===== config.mk =====
export PLATFORM = sky130hd
export DESIGN_NAME = float_multiplier
export DESIGN_NICKNAME = d
export VERILOG_FILES = /design/src/logic/float_multiplier.v /design/src/logic/float_operand_unpack.v
export VERILOG_INCLUDE_DIRS = /design/src /design/src/logic
export SDC_FILE = /design/constraint.sdc
export NUM_CORES = 2
export LEC_CHECK = 0
export BUFFER_PORTS_ARGS = -buffer_cell sky130_fd_sc_hd__buf_2
export CORE_MARGIN = 5
export CORE_UTILIZATION = 40
export DETAILED_ROUTE_END_ITERATION = 8
export HOLD_SLACK_MARGIN = 0.02
export SLEW_MARGIN = 15
export SYNTH_ARGS = -nofsm -noshare
export SYNTH_HDL_FRONTEND = slang
export SYNTH_SLANG_ARGS = --single-unit
export TNS_END_PERCENT = 100

===== constraint.sdc =====
create_clock -name mclk_i -period 11.35 [get_ports mclk_i]
set_input_delay 0.5675 -clock mclk_i [delete_from_list [all_inputs] [get_ports mclk_i]]
set_output_delay 0.5675 -clock mclk_i [all_outputs]
set_load 0.01 [all_outputs]

===== src/logic/float_multiplier_map.vh =====
// Constants for the single-cycle floating-point multiplier datapath.
// Assumes operands come from the register datapath on the same clock.
// Overview of operation
// - Short operands widen, extended operands truncate, to single precision.
// - Every product leaves in the 40-bit extended-precision format.
// - Conversion, multiply, normalisation and special cases take one cycle.
// - Two 25-bit mantissas multiply into a kept 50-bit product.
// - Result exponent starts as the sum of both operand exponents.
// - Operands and results are normalised with an implied nonsign bit.
// - A zero product mantissa forces the exponent to -128.
// - A one-place right shift adds one to the exponent.
// - A two-place right shift adds two; no shift keeps the exponent.
// - Exponent overflow saturates to most positive or most negative value.
// - Exponent underflow gives mantissa zero and exponent -128.
// - Overflow is caught at the exponent sum and after normalisation.
// - A zero operand yields fraction 0, sign 0, exponent -128.
`ifndef FLOAT_MULTIPLIER_MAP_VH
`define FLOAT_MULTIPLIER_MAP_VH

// Operand format select codes.
`define FMT_SHORT 2'h0
`define FMT_SINGLE 2'h1
`define FMT_EXTENDED 2'h2

// Short format: exponent 15:12, sign 11, fraction 10:0.
`define SHT_EXP_HI 15
`define SHT_EXP_LO 12
`define SHT_SIGN 11
`define SHT_FRAC_HI 10
// Single format: exponent 31:24, sign 23, fraction 22:0.
`define SGL_EXP_HI 31
`define SGL_EXP_LO 24
`define SGL_SIGN 23
`define SGL_FRAC_HI 22
// Extended format: exponent 39:32, sign 31, fraction 30:0.
`define EXT_EXP_HI 39
`define EXT_EXP_LO 32
`define EXT_SIGN 31
`define EXT_FRAC_HI 30
`define EXT_TRUNC_LO 8

// Exponent value of the zero encoding and its short-format counterpart.
`define EXP_ZERO 8'h80
`define SHT_EXP_ZERO 4'h8
// Largest and smallest exponents that are not special.
`define EXP_MAX 10'h07F
`define EXP_MIN 10'h381

// Saturation and zero values in extended format.
`define EXT_MOST_POS 40'h7F7FFFFFFF
`define EXT_MOST_NEG 40'h7F80000000
`define EXT_ZERO 40'h8000000000

`endif


===== src/logic/float_multiplier.v =====
// Single-cycle floating-point multiplier producing extended results.
// Operands arrive from the register datapath on mclk_i; the result is
// registered at the edge that takes the request.
`timescale 1ns/1ps
`include "float_multiplier_map.vh"

module float_multiplier (
  input wire mclk_i,               // Processor clock, 200 MHz
  input wire rst_i,                // Synchronous reset, active high
  input wire start_i,              // Take operands this cycle
  input wire [1:0] fmt_a_i,        // Format of operand A
  input wire [1:0] fmt_b_i,        // Format of operand B
  input wire [39:0] opnd_a_i,      // Operand A
  input wire [39:0] opnd_b_i,      // Operand B
  output reg done_o,               // Result valid, one-cycle pulse
  output reg [39:0] result_o,      // Extended-precision product
  output reg zero_o,               // Result is zero
  output reg ovf_o,                // Exponent overflow, saturated
  output reg unf_o,                // Exponent underflow, forced zero
  output reg neg_o                 // Result is negative
);

  wire [7:0] exp_a;
  wire [7:0] exp_b;
  wire [24:0] mant_a;
  wire [24:0] mant_b;
  wire zero_a;
  wire zero_b;

  reg [49:0] prod;
  reg [9:0] exp_sum;
  reg [9:0] exp_fin;
  reg [1:0] shift;
  reg [32:0] mant_n;
  reg prod_zero;
  reg sum_ovf;
  reg fin_ovf;
  reg fin_unf;
  reg [39:0] next_result;
  reg next_zero;
  reg next_ovf;
  reg next_unf;

  // Signed compare of a 10-bit exponent against the top of the range.
  function above_max;
    input [9:0] e;
    begin
      above_max = ($signed(e) > $signed(`EXP_MAX));
    end
  endfunction

  float_operand_unpack unpack_a (
    .fmt_i(fmt_a_i),
    .word_i(opnd_a_i),
    .exp_o(exp_a),
    .mant_o(mant_a),
    .zero_o(zero_a)
  );

  float_operand_unpack unpack_b (
    .fmt_i(fmt_b_i),
    .word_i(opnd_b_i),
    .exp_o(exp_b),
    .mant_o(mant_b),
    .zero_o(zero_b)
  );

  always @* begin
    // Full product is kept so the shift choice sees every top bit.
    prod = $signed(mant_a) * $signed(mant_b);
    exp_sum = {{2{exp_a[7]}}, exp_a} + {{2{exp_b[7]}}, exp_b};
    // Product magnitude lies in [1,4], so at most two places are needed.
    if (prod[49] != prod[48]) begin
      shift = 2'h2;
      mant_n = prod[49:17];
    end else if (prod[48] != prod[47]) begin
      shift = 2'h1;
      mant_n = prod[48:16];
    end else begin
      shift = 2'h0;
      mant_n = prod[47:15];
    end
    exp_fin = exp_sum + {8'h00, shift};
    prod_zero = zero_a | zero_b | (prod == 50'h0);
    sum_ovf = above_max(exp_sum);
    fin_ovf = above_max(exp_fin);
    fin_unf = ($signed(exp_fin) < $signed(`EXP_MIN));
    next_zero = 1'b0;
    next_ovf = 1'b0;
    next_unf = 1'b0;
    if (prod_zero) begin
      next_result = `EXT_ZERO;
      next_zero = 1'b1;
    end else if (sum_ovf | fin_ovf) begin
      next_ovf = 1'b1;
      if (mant_n[32]) begin
        next_result = `EXT_MOST_NEG;
      end else begin
        next_result = `EXT_MOST_POS;
      end
    end else if (fin_unf) begin
      next_result = `EXT_ZERO;
      next_unf = 1'b1;
      next_zero = 1'b1;
    end else begin
      // Implied bit mant_n[31] is dropped; sign and fraction remain.
      next_result = {exp_fin[7:0], mant_n[32], mant_n[30:0]};
    end
  end

  always @(posedge mclk_i) begin
    if (rst_i) begin
      done_o <= 1'b0;
      result_o <= `EXT_ZERO;
      zero_o <= 1'b1;
      ovf_o <= 1'b0;
      unf_o <= 1'b0;
      neg_o <= 1'b0;
    end else begin
      done_o <= start_i;
      if (start_i) begin
        result_o <= next_result;
        zero_o <= next_zero;
        ovf_o <= next_ovf;
        unf_o <= next_unf;
        neg_o <= next_result[`EXT_SIGN];
      end
    end
  end

endmodule // float_multiplier


===== src/logic/float_operand_unpack.v =====
// Operand converter: brings a short, single or extended operand to
// single precision and expands it into exponent and 25-bit mantissa.
// Purely combinational; the parent registers the result.
`timescale 1ns/1ps
`include "float_multiplier_map.vh"

module float_operand_unpack (
  input wire [1:0] fmt_i,          // Operand format select
  input wire [39:0] word_i,        // Operand, right aligned
  output reg [7:0] exp_o,          // Signed exponent
  output reg [24:0] mant_o,        // Signed mantissa, implied bit explicit
  output reg zero_o                // Operand is the zero encoding
);

  reg sign;
  reg [22:0] frac;

  always @* begin
    case (fmt_i)
      `FMT_SHORT: begin
        // Short zero exponent must map onto the wide zero exponent.
        if (word_i[`SHT_EXP_HI:`SHT_EXP_LO] == `SHT_EXP_ZERO) begin
          exp_o = `EXP_ZERO;
        end else begin
          exp_o = {{4{word_i[`SHT_EXP_HI]}},
                   word_i[`SHT_EXP_HI:`SHT_EXP_LO]};
        end
        sign = word_i[`SHT_SIGN];
        frac = {word_i[`SHT_FRAC_HI:0], 12'h000};
      end
      `FMT_EXTENDED: begin
        // Low fraction bits are dropped, not rounded.
        exp_o = word_i[`EXT_EXP_HI:`EXT_EXP_LO];
        sign = word_i[`EXT_SIGN];
        frac = word_i[`EXT_FRAC_HI:`EXT_TRUNC_LO];
      end
      default: begin
        exp_o = word_i[`SGL_EXP_HI:`SGL_EXP_LO];
        sign = word_i[`SGL_SIGN];
        frac = word_i[`SGL_FRAC_HI:0];
      end
    endcase
    mant_o = {sign, ~sign, frac};
    zero_o = (exp_o == `EXP_ZERO);
  end

endmodule // float_operand_unpack


# Word-level counts from Yosys, hierarchy flattened
# Index checks and enable logic that the tools add are counted.
[totals]
regBits = 45
latchBits = 0
ramBits = 0
mem_bits_ro = 0
inputBits = 87
out_inout_bits = 45
wordCells = 50
mem_count = 0
[classes]
addsub = 2
n_mul = 1
div = 0
magnitude_cmp = 3
eq_ne = 8
shifts = 0
muxes = 22
bitwise_logic = 5
n_reduce_logical = 3
[op_table]
columns = ["op", "n"]
rows = [
  ["$mux 40", 3],
  ["$pmux 23 s2", 2],
  ["$mux 33", 2],
  ["$logic_not 50->1", 1],
  ["$mul 25x25->50", 1],
  ["$mux 32", 1],
  ["$pmux 8 s2", 2],
  ["$eq 8x8->1 const B", 2],
  ["$mux 8", 2],
  ["$add 9x3->10", 1],
  ["$gt 10x8->1 const B", 1],
  ["$lt 10x8->1 const B", 1],
  ["$add 8x8->9", 1],
  ["$gt 9x8->1 const B", 1],
  ["$eq 4x4->1 const B", 2],
  ["$mux 1", 7],
  ["$eq 2x2->1 const B", 2],
  ["$logic_not 2->1", 2],
  ["$pmux 1 s2", 2],
  ["$or 1x1->1", 3],
  ["$mux 2", 1],
  ["$ne 1x1->1", 2],
  ["$not 1->1", 2],
]

# Longest topological paths before layout
[logic_depth]
word_depth = 12
ltp_mapped = 48
ltp_nobuf = 39

# By module
# A second synthesis with hierarchy kept.
[unflattened]
cells_unflattened = 3147
hier_area_um2 = 27918.0
[by_module_without_submodules]
columns = ["module", "instances", "cells_each", "area_per_inst_um2", "seq_area_each_um2"]
rows = [
  ["float_multiplier", 1, 2955, 26671.8, 880.8],
  ["float_operand_unpack", 2, 96, 623.1, 0.0],
]

# Worst setup path after synthesis
# Ideal clock, no wire load.
[synth_timing]
path_type = "input to register"
from = "input fmt_b_i[1]"
to = "register result_o[9]"
setup_time_ns = 0.091
arrival_time_ns = 12.150
required_ns = 11.259
slack_ns = -0.891
cell_stages = 41
n_path_buf = 8
cell_sequence = "buf_4 > clkbuf_1 > clkbuf_1 > nand2_1 > o21ai_1 > clkbuf_1 > nand2_1 > fa_1 > inv_1 > fa_1 > inv_1 > fa_1 > inv_1 > fa_1 > fa_1 > fa_1 > inv_1 > fa_1 > (+5 left out) > a2111oi_2 > nor4_1 > nor4_4 > clkinv_1 > ha_1 > clkbuf_1 > clkbuf_1 > clkbuf_1 > nor2_1 > ha_1 > fa_1 > nor2_1 > and3_1 > o31ai_1 > a31oi_1 > nor2_1 > o21ai_0 > a311oi_1"
[synth_between]
elab_chain_len = 12
word_cells_on_any_way = 27
classes_between = "2 x add/sub; 1 x mul; 3 x order compare; 4 x eq/ne; 11 x mux; 4 x bitwise; 2 x reduce/logical"
[synth_lines]
columns = ["element", "line", "text"]
rows = [
  ["start: declaration", "float_multiplier.v:12", "input wire [1:0] fmt_b_i,"],
  ["$eq 2x2->1 or $logic_not 2->1 (tied branches)", "float_operand_unpack.v:19", "case (fmt_i)"],
  ["$pmux 1 s2", "float_operand_unpack.v:19", ""],
  ["$not 1->1", "float_operand_unpack.v:43", "mant_o = {sign, ~sign, frac};"],
  ["$mul 25x25->50", "float_multiplier.v:70", "prod = $signed(mant_a) * $signed(mant_b);"],
  ["$ne 1x1->1", "float_multiplier.v:76", "end else if (prod[48] != prod[47]) begin"],
  ["$mux 1", "float_multiplier.v:76", ""],
  ["$mux 2", "float_multiplier.v:73", "if (prod[49] != prod[48]) begin"],
  ["$add 9x3->10", "float_multiplier.v:83", "exp_fin = exp_sum + {8'h00, shift};"],
  ["$lt 10x8->1 or $gt 10x8->1 (tied branches)", "float_multiplier.v:87, float_multiplier.v:48", ""],
  ["$mux 40 or $or 1x1->1 (tied branches)", "float_multiplier.v:101, float_multiplier.v:94", ""],
  ["$mux 40", "float_multiplier.v:94", "end else if (sum_ovf | fin_ovf) begin"],
  ["$mux 40 *", "float_multiplier.v:91", "if (prod_zero) begin"],
  ["end signal: assignment", "float_multiplier.v:114", "result_o <= `EXT_ZERO;"],
  ["end signal: assignment", "float_multiplier.v:122", "result_o <= next_result;"],
  ["end: declaration", "float_multiplier.v:16", "output reg [39:0] result_o,"],
]
# Every way passes the cells marked *; elsewhere a longest branch is shown, timed or not.
# A chain may end at the register's enable or synchronous reset.

# Final worst setup path
[layout_timing]
from = "input fmt_a_i[1]"
to = "register result_o[1]"
[layout_between]
elab_chain_len = 12
word_cells_on_any_way = 27
classes_between = "2 x add/sub; 1 x mul; 3 x order compare; 4 x eq/ne; 11 x mux; 4 x bitwise; 2 x reduce/logical"
[layout_lines]
columns = ["element", "line", "text"]
rows = [
  ["start: declaration", "float_multiplier.v:11", "input wire [1:0] fmt_a_i,"],
  ["$eq 2x2->1 or $logic_not 2->1 (tied branches)", "float_operand_unpack.v:19", ""],
  ["$pmux 1 s2", "float_operand_unpack.v:19", ""],
  ["$not 1->1", "float_operand_unpack.v:43", ""],
  ["$mul 25x25->50", "float_multiplier.v:70", ""],
  ["$ne 1x1->1", "float_multiplier.v:76", ""],
  ["$mux 1", "float_multiplier.v:76", ""],
  ["$mux 2", "float_multiplier.v:73", ""],
  ["$add 9x3->10", "float_multiplier.v:83", ""],
  ["$lt 10x8->1 or $gt 10x8->1 (tied branches)", "float_multiplier.v:87, float_multiplier.v:48", ""],
  ["$mux 40 or $or 1x1->1 (tied branches)", "float_multiplier.v:101, float_multiplier.v:94", ""],
  ["$mux 40", "float_multiplier.v:94", ""],
  ["$mux 40 *", "float_multiplier.v:91", ""],
]
# Marked as above.

==> impl.org <==
** Setup path
- Arrival time at the worst endpoint :: 11.12 ns
- In this run the critical register-to-register path is launched from result_o[9].
- Worst-path fanout max :: 23
- Slowest Stage Delay on Critical Path :: slightly below 0.6 ns
- Capture point of the worst reg-to-reg path :: result_o[9]
- Worst EP required :: 11.52 ns
- STA classifies the critical path endpoint as a flop.
- By startpoint and endpoint, the worst setup path is classified as in2reg.
- In this design, the critical path's most frequently occurring cell is sky130_fd_sc_hd__fa_1.
- Logic depth of the worst register-to-register path :: 3
- Slowest stage cell on the critical path :: sky130_fd_sc_hd__fa_1
- Reg2Reg Setup Slack :: around 10 ns
- Startpoint type of the worst setup path :: primary input

** Cells and area
- Share of final-layout standard cells stronger than drive strength 1 :: 11.3%
- Non-filler instance count after layout :: 4,267
- Most common cell after layout, fill and taps aside :: sky130_fd_sc_hd__inv_1
- After routing the design area is 0.0302 mm^2.
- In the final design database the tool counted 4,296 nets.
- Syn-to-layout area delta :: 10.8%
- Number of diodes added for antenna fixing :: 0
- In the layout the commonest cells are 665 x sky130_fd_sc_hd__inv_1, 644 x sky130_fd_sc_hd__fa_1, 465 x sky130_fd_sc_hd__nand2_1, 356 x sky130_fd_sc_hd__nor2_1, 174 x sky130_fd_sc_hd__buf_4.

** Yosys
- Number of enable flip-flop cells after synthesis :: 0
- Number of distinct library cells after synthesis :: 75
- Area of the mapped netlist :: roughly 0.027 mm^2
- Library cell with the largest summed area after synthesis :: sky130_fd_sc_hd__fa_1
- The most used flip-flop cell after synthesis is sky130_fd_sc_hd__dfxtp_1.
- Biggest area contributors in the synthesized netlist :: sky130_fd_sc_hd__fa_1 48%, sky130_fd_sc_hd__inv_1 9.2%, sky130_fd_sc_hd__ha_1 7.8%
- In this run, synthesis produced a sequential element count of 44.
- Post-synth top area share :: 47.5%
- Cells after Synth :: between 3,000 and 4,000
- Each instance of the synthesized netlist takes up on average 8.41 um^2.
- Number of nets in the synthesized netlist :: 4,143
- Synth async-reset ratio :: 0%
- During synthesis, Yosys emitted a total of 0 warnings.
- Of the synthesized area, sequential elements account for 3.23%.

** Drt
- Wire length per cell :: ~22 um
- In the detailed route, the total length drawn on met3 is 9.60 mm.
- The first detailed-routing pass ran for 6 iterations.
- Sum of routed wire segments on met1 :: 39.4 mm
- For this block, the initial DRC count from the detailed router was approximately 2,300.
- Detail-routed via count per cell :: 5.39
- In this run the remaining antenna-violating nets after routing total 0.
- Summed over all nets, wire length on met2 after detailed routing comes to 42.0 mm.
- The final route contains between 20,000 and 25,000 vias.
- The highest layer touched by signal routing is met4.
- DRC Markers :: 0
- The routed design has 93.9 mm of wire.

** CTS
- The clock drives 44 sinks.
- TritonCTS built the clock tree.
- TritonCTS created 5 clock buffers.
- No sink is reached through more buffers than the 2 on the longest clock path.
- Clock-pin slew was measured on the worst setup and hold paths at 0.06 ns.
- Buffer type at the clock tree root :: sky130_fd_sc_hd__clkbuf_16
- At the later pin of the worst-skew pair, clock insertion delay measures 0.29 ns.
- The H-tree was split into 2 levels.

** Placement
- Timing analysis after detailed placement gives a worst setup slack of -0.0573 ns.
- In this run the cell area measured after placement is 0.0299 mm^2.
- Dpl hpwl :: approximately 81 mm
- Including well taps, the total number of placed cells is approximately 4,300.
- At the end of routability-driven placement, the weighted congestion stood at between 0.9 and 1.
- Number of port buffers :: between 100 and 150

** STA
- For the final database, setup skew stands at 0 ns.
- Post-route worst setup slack :: 0.406 ns
- Actual slew at the worst max-slew pin :: 1.12 ns
- WHS :: 0.447 ns
- In this run the tightest slew margin relative to its limit is 24.9%.
- Setup repair after global routing missed its margin :: false
- In the finished design, the share of the clock period the worst path needs comes to 96.4%.
- The clock period could shrink to 10.94 ns.
- The final-report max-slew violation count came to 0.
- Peak Freq :: 91.4 MHz
- The number of hold violations in the final report is 0.
- Finish-stage setup viols :: 0

** GRT
- The via count of the first global-routing pass came to 23,900.
- All-layer global routing usage :: 25.8%
- Maximum number of pins on one net before global-route repair :: 70
- Antenna violations before repair :: 0
- After global routing the overflow that remains totals 0.
- First-pass GRT wire length :: 145 mm

** Floorplan
- For this design the top-level I/O count stands at roughly 130.
- Die area :: 0.0735 mm^2
- Initial Util :: 40.4%
- Row generation in the floorplan step produced 95 rows.
- Measured along the x axis, the die boundary spans around 270 um.
- Area of the core :: around 0.067 mm^2
- The die is 271 um tall.

** Status
- Outcome :: complete, no violations

** Flow run
- Max-cap violations in this run came to 0.

** Worst hold path
- The worst hold path passes through 2 cells.
- The tightest min-delay check is of the reg2reg type.
- In this run the most critical hold path is launched from result_o[19].
- For hold timing, the worst endpoint is result_o[19].
==> worst max-delay path: cells and delay by family <==
family                   cells  cell delay [ns]
XOR/XNOR                     1             0.26
adder cells (fa/ha/maj)      9             4.08
buffers and inverters        6             1.04
AND/OR/NAND/NOR             10             2.76
AO/OA/AOI/OAI               10             2.41
==> worst max-delay path by stage <==
stage | cells after the start | slack [ns] | start | to
finish | 36 | 0.41 | fmt_a_i[1] | result_o[1]
CTS | 39 | 0.23 | fmt_b_i[1] | result_o[1]
floorplan | 39 | 0.01 | fmt_b_i[0] | result_o[16]
global route | 37 | 0.003 | fmt_a_i[1] | result_o[4]
global placement | 40 | 0.18 | fmt_a_i[1] | result_o[26]
detailed placement | 39 | -0.06 | fmt_b_i[1] | result_o[30]
==> synth_stat cells, types with 29 or more instances <==
master	count
sky130_fd_sc_hd__o21a_1	29
sky130_fd_sc_hd__nand2_1	465
sky130_fd_sc_hd__dfxtp_1	44
sky130_fd_sc_hd__ha_1	169
sky130_fd_sc_hd__clkbuf_1	156
sky130_fd_sc_hd__a21oi_1	102
sky130_fd_sc_hd__nor2_1	358
sky130_fd_sc_hd__mux2i_1	38
sky130_fd_sc_hd__o21ai_0	100
sky130_fd_sc_hd__inv_1	667
sky130_fd_sc_hd__fa_1	647
sky130_fd_sc_hd__xnor2_1	39
==> routing by layer <==
| metal | up-vias | global-route usage (%) |
|---|---|---|
| met3 | 141 | 7.58 |
| met1 | 11600 | 35.1 |
| met4 | 0 | 6.27 |
| met5 | - | 0 |
| met2 | 933 | 40.6 |
| li1 | 10300 | - |
==> sequential cells by signal (all words and copies together), names as in the netlist <==
signal,count
done_o,1
ovf_o,1
result_o,40
unf_o,1
zero_o,1
==> logic make-up (layout without fill, tap and decap cells) <==
logic type / count (synthesis) / in the layout / share of synthesized area (%)
AND/OR/NAND/NOR: 999 / 999 / 15.5
buffers and inverters: 843 / 997 / 11.8
adder cells (fa/ha/maj): 816 / 816 / 55.3
AO/OA/AOI/OAI: 440 / 440 / 10.9
XOR/XNOR: 58 / 58 / 1.86
flip-flops: 44 / 44 / 3.23
multiplexers: 40 / 40 / 1.48
==> final cells by class <==
type | instances | area, um^2
Timing Repair Buffer | 321 | 2270
Fill cell | 6680 | 37200
Clock inverter | 1 | 7.51
Multi-Input combinational cell | 2353 | 23300
Sequential cell | 44 | 881
Inverter | 668 | 2520
Tap cell | 873 | 1090
Clock buffer | 7 | 143
==> metrics by stage <==
stage	setup TNS (ns)	util, %
5_1_grt	0	44.8
6_report	0	44.8
3_3_place_gp	0	44.4
2_1_floorplan	0	-
4_1_cts	0	44.6
3_5_place_dp	-0.788	44.4
==> repair_timing <==
item	4_1_cts	5_1_grt
hold buffers	0	0
buffers inserted	0	6
hold endpoints to repair	0	0
endpoints found under the setup margin	0	35
gates resized for setup	0	17
Power is left out: the tool's default activity adds up to more than one toggle a clock period on the data nets, which glitch-free logic cannot reach.
